File: config.mk
export PLATFORM = sky130hd
export DESIGN_NAME = initial_reset_controller
export DESIGN_NICKNAME = d
export VERILOG_FILES = /design/src/logic/reset_ctl_pkg.sv /design/src/logic/initial_reset_controller.sv
export SDC_FILE = /design/constraint.sdc
export NUM_CORES = 1
export LEC_CHECK = 0
export BUFFER_PORTS_ARGS = -buffer_cell sky130_fd_sc_hd__buf_4
export CORE_MARGIN = 1
export CORE_UTILIZATION = 57
export DETAILED_ROUTE_END_ITERATION = 16
export PLACE_DENSITY = 0.82
export SYNTH_ARGS = -nofsm -noshare
export SYNTH_HDL_FRONTEND = slang
export SYNTH_SLANG_ARGS = --single-unit
File: constraint.sdc
create_clock -name CLK_SYS -period 3.1 [get_ports CLK_SYS]
set_input_delay 0.775 -clock CLK_SYS [delete_from_list [all_inputs] [get_ports CLK_SYS]]
set_output_delay 0.775 -clock CLK_SYS [all_outputs]
set_load 0.01 [all_outputs]
File: src/logic/reset_ctl_pkg.sv
/*
 * Constants and types for the initial reset controller: register offsets,
 * field positions, reset values, CPU start values and filter timing.
 * Assumes a 100 MHz system clock and a 32-bit register bus.
 */
package reset_ctl_pkg;

    // =========================================================================
    // Clock and filter timing
    // =========================================================================
    localparam int unsigned CLK_HZ          = 100_000_000;
    localparam int unsigned FILTER_TIME_MS  = 1000;
    // Tolerance of the filter time in percent, kept for reference only.
    localparam int unsigned FILTER_TOL_PCT  = 5;
    localparam int unsigned FILTER_CYCLES   =
        FILTER_TIME_MS * (CLK_HZ / 1000);

    // =========================================================================
    // Register offsets (byte addresses, one aligned word each)
    // =========================================================================
    localparam logic [3:0] OFS_FILTER_LIMIT = 4'h0;
    localparam logic [3:0] OFS_STATUS       = 4'h4;
    localparam logic [3:0] OFS_CAUSE        = 4'h8;
    localparam logic [3:0] OFS_FILTER_COUNT = 4'hc;

    // =========================================================================
    // Field positions of the status register and reset value of the cause register
    // =========================================================================
    localparam int unsigned BIT_RESET_ACTIVE = 0;
    localparam int unsigned BIT_POWER_ON     = 1;
    localparam int unsigned BIT_RESET_PIN    = 2;
    localparam int unsigned BIT_COINCIDENCE  = 3;
    localparam int unsigned POS_OPTION       = 4;
    localparam logic [2:0] CAUSE_RESET_VALUE = 3'h0;

    // =========================================================================
    // CPU start values loaded during initial reset
    // =========================================================================
    localparam logic [7:0] STEP_INIT     = 8'h00;
    localparam logic [3:0] PAGE_INIT     = 4'h1;
    localparam logic [3:0] NEW_PAGE_INIT = 4'h1;
    localparam logic       IFLAG_INIT    = 1'h0;
    localparam logic       DFLAG_INIT    = 1'h0;

    // Pin group watched by the coincidence detector.
    typedef enum logic [1:0] {
        SEL_NONE,
        SEL_PINS_01,
        SEL_PINS_012,
        SEL_PINS_0123
    } coin_sel_t;

    // Start values the CPU takes while initial reset is active.
    typedef struct packed {
        logic [7:0] program_step_counter;
        logic [3:0] program_page_counter;
        logic [3:0] new_page_pointer;
        logic       interrupt_flag;
        logic       decimal_flag;
    } cpu_init_t;

endpackage : reset_ctl_pkg

File: src/logic/initial_reset_controller.sv
/*
 * Initial reset controller: merges power-on, reset pin and input port
 * coincidence into one initial reset and supplies the CPU start values.
 * Assumes RST_N is the power-on detector output, and that the oscillator
 * status, reset pin and input port pins are asynchronous to CLK_SYS.
 */
// The implementer's own choices: the Avalon-MM slave port and the address map.
module initial_reset_controller #(
    parameter reset_ctl_pkg::coin_sel_t COIN_SEL =
        reset_ctl_pkg::SEL_PINS_0123,
    parameter int unsigned FILTER_CYCLES = reset_ctl_pkg::FILTER_CYCLES
) (
    input  wire logic                     CLK_SYS,
    input  wire logic                     RST_N,
    input  wire logic                     OSC_RUNNING,
    input  wire logic                     RESET_PIN,
    input  wire logic [3:0]               INPUT_PORT_PINS,
    output logic                          INITIAL_RESET,
    output reset_ctl_pkg::cpu_init_t      CPU_INIT,
    input  wire logic [3:0]               AVS_ADDRESS,
    input  wire logic                     AVS_READ,
    input  wire logic                     AVS_WRITE,
    input  wire logic [31:0]              AVS_WRITEDATA,
    input  wire logic [3:0]               AVS_BYTEENABLE,
    output logic [31:0]                   AVS_READDATA,
    output logic                          AVS_WAITREQUEST
);

    // =========================================================================
    // Functions
    // =========================================================================

    // Pins that take part in the coincidence for each build option.
    function automatic logic [3:0] sel_mask(
        input reset_ctl_pkg::coin_sel_t sel
    );
        logic [3:0] m;
        m = 4'h0;
        case (sel)
            reset_ctl_pkg::SEL_PINS_01:   m = 4'h3;
            reset_ctl_pkg::SEL_PINS_012:  m = 4'h7;
            reset_ctl_pkg::SEL_PINS_0123: m = 4'hf;
            default:                      m = 4'h0;
        endcase
        return m;
    endfunction : sel_mask

    // Byte-lane merge of a bus write into a 32-bit register.
    function automatic logic [31:0] merge_bytes(
        input logic [31:0] old_value,
        input logic [31:0] new_value,
        input logic [3:0]  lanes
    );
        logic [31:0] r;
        r = old_value;
        for (int i = 0; i < 4; i++) begin
            if (lanes[i]) begin
                r[8*i +: 8] = new_value[8*i +: 8];
            end
        end
        return r;
    endfunction : merge_bytes

    // =========================================================================
    // Input synchronisers
    // =========================================================================
    logic [5:0] sync_meta;
    logic [5:0] sync_out;
    wire  logic       osc_run_s = sync_out[5];
    wire  logic       pin_s     = sync_out[4];
    wire  logic [3:0] kport_s   = sync_out[3:0];

    // Two flops per pin; only the second stage feeds any logic.
    always_ff @(posedge CLK_SYS or negedge RST_N) begin
        if (!RST_N) begin
            sync_meta <= 6'h00;
            sync_out  <= 6'h00;
        end else begin
            sync_meta <= {OSC_RUNNING, RESET_PIN, INPUT_PORT_PINS};
            sync_out  <= sync_meta;
        end
    end

    // =========================================================================
    // Power-on hold
    // =========================================================================
    logic por_active;

    // Set by the power-on detector, cleared once the oscillator is seen.
    always_ff @(posedge CLK_SYS or negedge RST_N) begin
        if (!RST_N) begin
            por_active <= 1'b1;
        end else if (osc_run_s) begin
            por_active <= 1'b0;
        end
    end

    // =========================================================================
    // Coincidence filter
    // =========================================================================
    localparam logic [3:0] COIN_MASK = sel_mask(COIN_SEL);

    logic [31:0] filter_limit;
    logic [31:0] filter_count;
    wire  logic        coin_enabled = (COIN_MASK != 4'h0);
    wire  logic        coin_high    =
        coin_enabled && ((kport_s & COIN_MASK) == COIN_MASK);
    wire  logic        coin_hit     =
        coin_high && (filter_count >= filter_limit);
    wire  logic [31:0] next_filter_count =
        !coin_high ? 32'h0000_0000 :
        coin_hit   ? filter_count :
                     filter_count + 32'h0000_0001;

    // The count saturates at the limit so a long press never wraps.
    always_ff @(posedge CLK_SYS or negedge RST_N) begin
        if (!RST_N) begin
            filter_count <= 32'h0000_0000;
        end else begin
            filter_count <= next_filter_count;
        end
    end

    // =========================================================================
    // Initial reset and CPU start values
    // =========================================================================
    wire logic next_initial_reset =
        por_active || pin_s || coin_hit;

    // Reset is asserted from the power-on edge itself, not a cycle later.
    always_ff @(posedge CLK_SYS or negedge RST_N) begin
        if (!RST_N) begin
            INITIAL_RESET <= 1'b1;
        end else begin
            INITIAL_RESET <= next_initial_reset;
        end
    end

    // The CPU copies these while INITIAL_RESET is high; other CPU state
    // is left to whatever it held, so nothing else is offered.
    always_ff @(posedge CLK_SYS or negedge RST_N) begin
        if (!RST_N) begin
            // All zero while the power-on detector holds the block; the
            // start values appear from the first clock after release.
            CPU_INIT <= '0;
        end else begin
            CPU_INIT <= '{program_step_counter: reset_ctl_pkg::STEP_INIT,
                          program_page_counter: reset_ctl_pkg::PAGE_INIT,
                          new_page_pointer:     reset_ctl_pkg::NEW_PAGE_INIT,
                          interrupt_flag:       reset_ctl_pkg::IFLAG_INIT,
                          decimal_flag:         reset_ctl_pkg::DFLAG_INIT};
        end
    end

    // =========================================================================
    // Register bus slave
    // =========================================================================
    logic        bus_ack;
    logic [2:0]  cause;
    wire  logic  bus_req    = AVS_READ || AVS_WRITE;
    wire  logic  hit_limit  =
        (AVS_ADDRESS == reset_ctl_pkg::OFS_FILTER_LIMIT);
    wire  logic  hit_status = (AVS_ADDRESS == reset_ctl_pkg::OFS_STATUS);
    wire  logic  hit_cause  = (AVS_ADDRESS == reset_ctl_pkg::OFS_CAUSE);
    wire  logic  hit_count  =
        (AVS_ADDRESS == reset_ctl_pkg::OFS_FILTER_COUNT);
    wire  logic  wr_done    = AVS_WRITE && bus_ack;
    wire  logic [2:0] cause_set  = {coin_hit, pin_s, por_active};
    wire  logic [2:0] cause_clr  =
        (wr_done && hit_cause && AVS_BYTEENABLE[0]) ?
        AVS_WRITEDATA[2:0] : 3'h0;
    wire  logic [31:0] status_word = {26'h0, COIN_SEL,
        coin_hit, pin_s, por_active, INITIAL_RESET};
    wire  logic [31:0] read_mux =
        hit_limit  ? filter_limit :
        hit_status ? status_word :
        hit_cause  ? {29'h0, cause} :
        hit_count  ? filter_count : 32'h0000_0000;

    // One wait state: the request is seen, then answered on the next edge.
    assign AVS_WAITREQUEST = bus_req && !bus_ack;

    always_ff @(posedge CLK_SYS or negedge RST_N) begin
        if (!RST_N) begin
            bus_ack      <= 1'b0;
            AVS_READDATA <= 32'h0000_0000;
        end else begin
            bus_ack      <= bus_req && !bus_ack;
            if (AVS_READ && !bus_ack) begin
                AVS_READDATA <= read_mux;
            end
        end
    end

    // Filter limit is writable so a bench or trim can shorten the time.
    always_ff @(posedge CLK_SYS or negedge RST_N) begin
        if (!RST_N) begin
            filter_limit <= FILTER_CYCLES;
        end else if (wr_done && hit_limit) begin
            filter_limit <= merge_bytes(filter_limit, AVS_WRITEDATA,
                                        AVS_BYTEENABLE);
        end
    end

    // Sticky causes, write one to clear; a new event beats the clear.
    always_ff @(posedge CLK_SYS or negedge RST_N) begin
        if (!RST_N) begin
            cause <= reset_ctl_pkg::CAUSE_RESET_VALUE;
        end else begin
            cause <= (cause & ~cause_clr) | cause_set;
        end
    end

endmodule : initial_reset_controller

# After elaboration in Yosys (flattened, before gate mapping)
# Cells that the tools add are included.
# word_totals
regBits	115
wordCells	46
# op_classes
bitwise_logic	3
n_addsub	1
n_lt_le_gt_ge	1
mux	7
n_reduce_logical	16
n_eq_ne	5
# op_table
operator	n
$mux 32	6
$add 32x1->32 const B	1
$ge 32x32->1	1
$eq 4x4->1 const B	3
$reduce_and 2->1	4
$logic_and 1x1->1	7
$eq 4x3->1 const B	1
$logic_not 4->1	1
$and 3x3->3	1
$logic_or 1x1->1	3
$mux 3	1
$not 3->3	1
$or 3x3->3	1
$ne 2x2->1 const B	1
$logic_not 1->1	1

# Depth between registers and ports, before layout
# depth
word_depth	7
depth_mapped	10
mapped_depth_nobuf	8

# Worst setup path before layout
# No wires, ideal clock.
# synth_timing
kind	reg-to-reg
startpoint	register filter_limit[15]
endpoint	register filter_count[4]
slack_ns	0.578
synth_period_minus_slack_ns	2.522
stages_incl_launch_ff	11
setup_ns	0.078
n_path_buf	2
arrival_time_ns	2.444
path_cell_list	dfstp_2 inv_1 ha_1 nand4_1 or3_1 a2111oi_2 o311a_4 buf_6 buf_4 o21ai_0 a21oi_1
# synth_via
elab_chain_len	3
# synth_lines
item	line	text
start, declared	initial_reset_controller.sv:103	logic [31:0] filter_limit;
start signal, assigned	initial_reset_controller.sv:200	filter_limit <= merge_bytes(filter_limit, AVS_WRITEDATA,
$ge 32x32->1	initial_reset_controller.sv:109	coin_high && (filter_count >= filter_limit);
$logic_and 1x1->1	initial_reset_controller.sv:109	
$ne 2x2->1 (no line)	n/a	
end signal, assigned	initial_reset_controller.sv:120	filter_count <= next_filter_count;
end, declared	initial_reset_controller.sv:104	logic [31:0] filter_count;
# Every way passes these cells.
# A chain may end at the register's enable or synchronous reset.

# Worst setup path in the final report
# layout_timing
startpoint	register filter_limit[13]
endpoint	register filter_count[12]
# Same word-level chain as after synthesis.

==> flow_metrics.env <==
export IMPL_synth_distinct_cells=48
export IMPL_path_clk_slew_ps=60
export IMPL_min_delay_path_class="in2async"
export IMPL_viasPerCell=5.972
export IMPL_syn2layout_area_growth_pct=22.77
export IMPL_fin_cells=844
export IMPL_rsz0062_at_grt="false"
export IMPL_grt_overflow=0
export IMPL_end_kind="flop"
export IMPL_numCtsBuffers=17
export IMPL_synth_edf_count=0
export IMPL_slew_viol_final=0
export IMPL_initial_core_util_pct=58.87
export IMPL_synth_ff_type="dfrtp_1"
export IMPL_routed_wl_mm=14.33
export IMPL_start_kind="flop"
export IMPL_layout_commonest_cell="dfrtp_1"
export IMPL_detail_route_antenna_nets=0
export IMPL_clockRootBuffer="clkbuf_8"
export IMPL_diodes=0
export IMPL_fp_row_count=37
export IMPL_final_setup_tns_ps=0
export IMPL_cts_buffer_depth=2
export IMPL_cp_cell_sequence="inv_1 -> ha_1 -> nand4_1 -> or3_1 -> a2111oi_2 -> o311ai_0 -> nand4_1 -> mux2i_1"
export IMPL_route_met3_wl_um=711
export IMPL_hold_viol_final=0
export IMPL_drtIter0Drc=240
export IMPL_hold_ws_ps=186.8
export IMPL_core_area_um2=10370
export IMPL_portBuffers=85
export IMPL_grt_max_degree=59
export IMPL_clock_sinks=115
export IMPL_dp_worst_setup_slack_ps=332.6
export IMPL_grt_pass1_wl_mm=23.63
export IMPL_final_cell_mix="101 x dfrtp_1, 100 x buf_4, 80 x nand2_1"
export IMPL_firstDrtPassIters=5
export IMPL_drc=0
export IMPL_status="completed"
export IMPL_finalNetCount=778
export IMPL_fp_dieH_um=105.5
export IMPL_max_slew_margin_rel_pct=35.76
export IMPL_clock_latency_ps=530
export IMPL_ctsResizeCount=0
export IMPL_period_share_pct=90.85
export IMPL_p_per_area_nw_per_um2=554.8
export IMPL_cp_endpoint="filter_count[12]$_DFFE_PN0P_"
export IMPL_crit_start="filter_limit[13]$_DFFE_PN1P_"
export IMPL_layout_drive_gt1_share_pct=25.28
export IMPL_rrSetupSlack_ps=280
export IMPL_cts_hold_buf=0
export IMPL_die_w_um=105.5
export IMPL_synthArstFlopShare_pct=100.0
export IMPL_cpPeakStageDelay_ps=540
export IMPL_worst_pin_slew_ps=951.5
export IMPL_antenna_found_initial=0
export IMPL_track_usage_pct=27.34
export IMPL_yosysWarnings=0
export IMPL_globalplace_congestion=0.8086
export IMPL_synth_cells=605
export IMPL_p_leak_uw=0.003394
export IMPL_reg2reg_to="filter_count[12]$_DFFE_PN0P_"
export IMPL_r2r_start="filter_limit[13]$_DFFE_PN1P_"
export IMPL_syn_area_per_cell_um2=10.09
export IMPL_top_layer="met4"
export IMPL_num_vias=5040
export IMPL_placed_cells=812
export IMPL_cts_setup_buffers=0
export IMPL_detail_route_wl_per_cell_um=16.97
export IMPL_path_max_fanout=5
export IMPL_wl_met1_mm=6.082
export IMPL_ctsHtreeMaxLevel=4
export IMPL_crit_required_ps=3550
export IMPL_grt_pass1_vias=4986
export IMPL_wl_met2_mm=7.131
export IMPL_critPathKind="reg2reg"
export IMPL_fmax_ghz=0.3551
export IMPL_boundaryPins=102
export IMPL_yosysSeqAreaShare_pct=47.43
export IMPL_synth_seq_cells=115
export IMPL_critical_path_arrival_ps=3260
export IMPL_fin_skew_ps=10.07
export IMPL_dieArea_um2=11130
export IMPL_syn_area_um2=6105
export IMPL_drv_cap=0
export IMPL_cp_common_cell="nand4_1"
export IMPL_ir_drop_v=0.0004114
export IMPL_rr_worst_depth=8
export IMPL_hpwl_mm=10.02
export IMPL_cts_tree="yes"
export IMPL_fin_util_pct=72.27
export IMPL_fin_crit_ps=2816
export IMPL_worst_slack_ps=283.7
export IMPL_cpMaxStageDelayCell="dfstp_2"
export IMPL_final_setup_viol_count=0
-- how the worst min path moves through the flow --
stage	slack (ps)	start	cells after the start	end
floorplan	330	sync_meta[0]$_DFF_PN0_	0	sync_out[0]$_DFF_PN0_
global route	210	RST_N	1	filter_limit[6]$_DFFE_PN0P_
global placement	330	sync_meta[0]$_DFF_PN0_	0	sync_out[0]$_DFF_PN0_
CTS	180	RST_N	1	AVS_READDATA[5]$_DFFE_PN0P_
finish	190	RST_N	1	filter_count[9]$_DFFE_PN0P_
detailed placement	330	sync_meta[0]$_DFF_PN0_	0	sync_out[0]$_DFF_PN0_
-- routing by layer --
layer,up-vias,GRT usage (%)
met2,164,44.55
met5,-,0
met3,36,7.359
met4,0,13.49
met1,2487,33.68
li1,2353,-
-- cell families after synthesis --
kind of cell / count (synthesis) / synth area share [%]
flip-flops: 115 / 47.43
multiplexers: 44 / 8.342
other: 2 / 0.1230
buffers and inverters: 81 / 6.231
AO/OA/AOI/OAI: 129 / 14.31
adder cells (fa/ha/maj): 33 / 6.764
AND/OR/NAND/NOR: 201 / 16.81
-- synth_stat cells (all sizes together) (2+ instances only) --
library cell | instances | area share, %
buf | 20 | 2.5
nand2b | 15 | 1.7
dfrtp | 101 | 41
or3 | 3 | 0.31
dfstp | 14 | 6.0
o21a | 5 | 0.61
a21oi | 23 | 1.9
o311ai | 4 | 0.57
inv | 36 | 2.2
clkbuf | 25 | 1.5
and2 | 3 | 0.31
and4 | 3 | 0.43
mux4 | 3 | 1.1
nand4b | 2 | 0.29
a22o | 5 | 0.72
conb | 2 | 0.12
a2111oi | 2 | 0.70
nor2 | 15 | 0.92
o31a | 3 | 0.43
o31ai | 10 | 1.2
mux2i | 16 | 2.6
ha | 33 | 6.8
nand2 | 80 | 4.9
nor3 | 9 | 0.74
nand3 | 17 | 1.4
and3 | 8 | 0.82
nor4 | 11 | 1.2
o21ai | 42 | 3.4
mux2 | 25 | 4.6
nand4 | 23 | 2.4
nor2b | 2 | 0.20
a21o | 2 | 0.25
a22oi | 27 | 3.3
or4 | 9 | 1.1
-- critical path: cells and delay by family, from the launching register on --
family,cells,cell delay [ps]
AND/OR/NAND/NOR,3,830
buffers and inverters,1,50
AO/OA/AOI/OAI,2,820
flip-flops,1,540
multiplexers,1,210
adder cells (fa/ha/maj),1,300
-- state kept, by name, indices dropped and copies added, names as in the netlist --
signal and count:
filter_count 32, sync_out 6, bus_ack 1, INITIAL_RESET 1, CPU_INIT 1, filter_limit 32, por_active 1, cause 3
AVS_READDATA 32, sync_meta 6
-- final cells by class --
cell class	instances	area (µm²)
clock buffers	23	476.7
fillers	738	2875
multi-input cells	424	2897
inverters	36	135.1
clock inverters	9	150.1
flip-flops and latches	115	2895
well taps	136	170.2
repair buffers	101	770.7
-- power breakdown --
| part | internal, µW | switching (µW) | total [µW] |
|---|---|---|---|
| clock network | 1390 | 661 | 2050 |
| logic | 196 | 239 | 435 |
| registers | 1610 | 65.2 | 1680 |
| total | 3190 | 965 | 4160 |
-- per-stage QoR --
stage	instance area (µm²)	total power (µW)
floorplan	6161	1946
global placement	6868	2097
global route	7495	4306
finish	7495	4158
CTS	7495	4181
detailed placement	6868	2127
(Power assumes the default switching activity.)
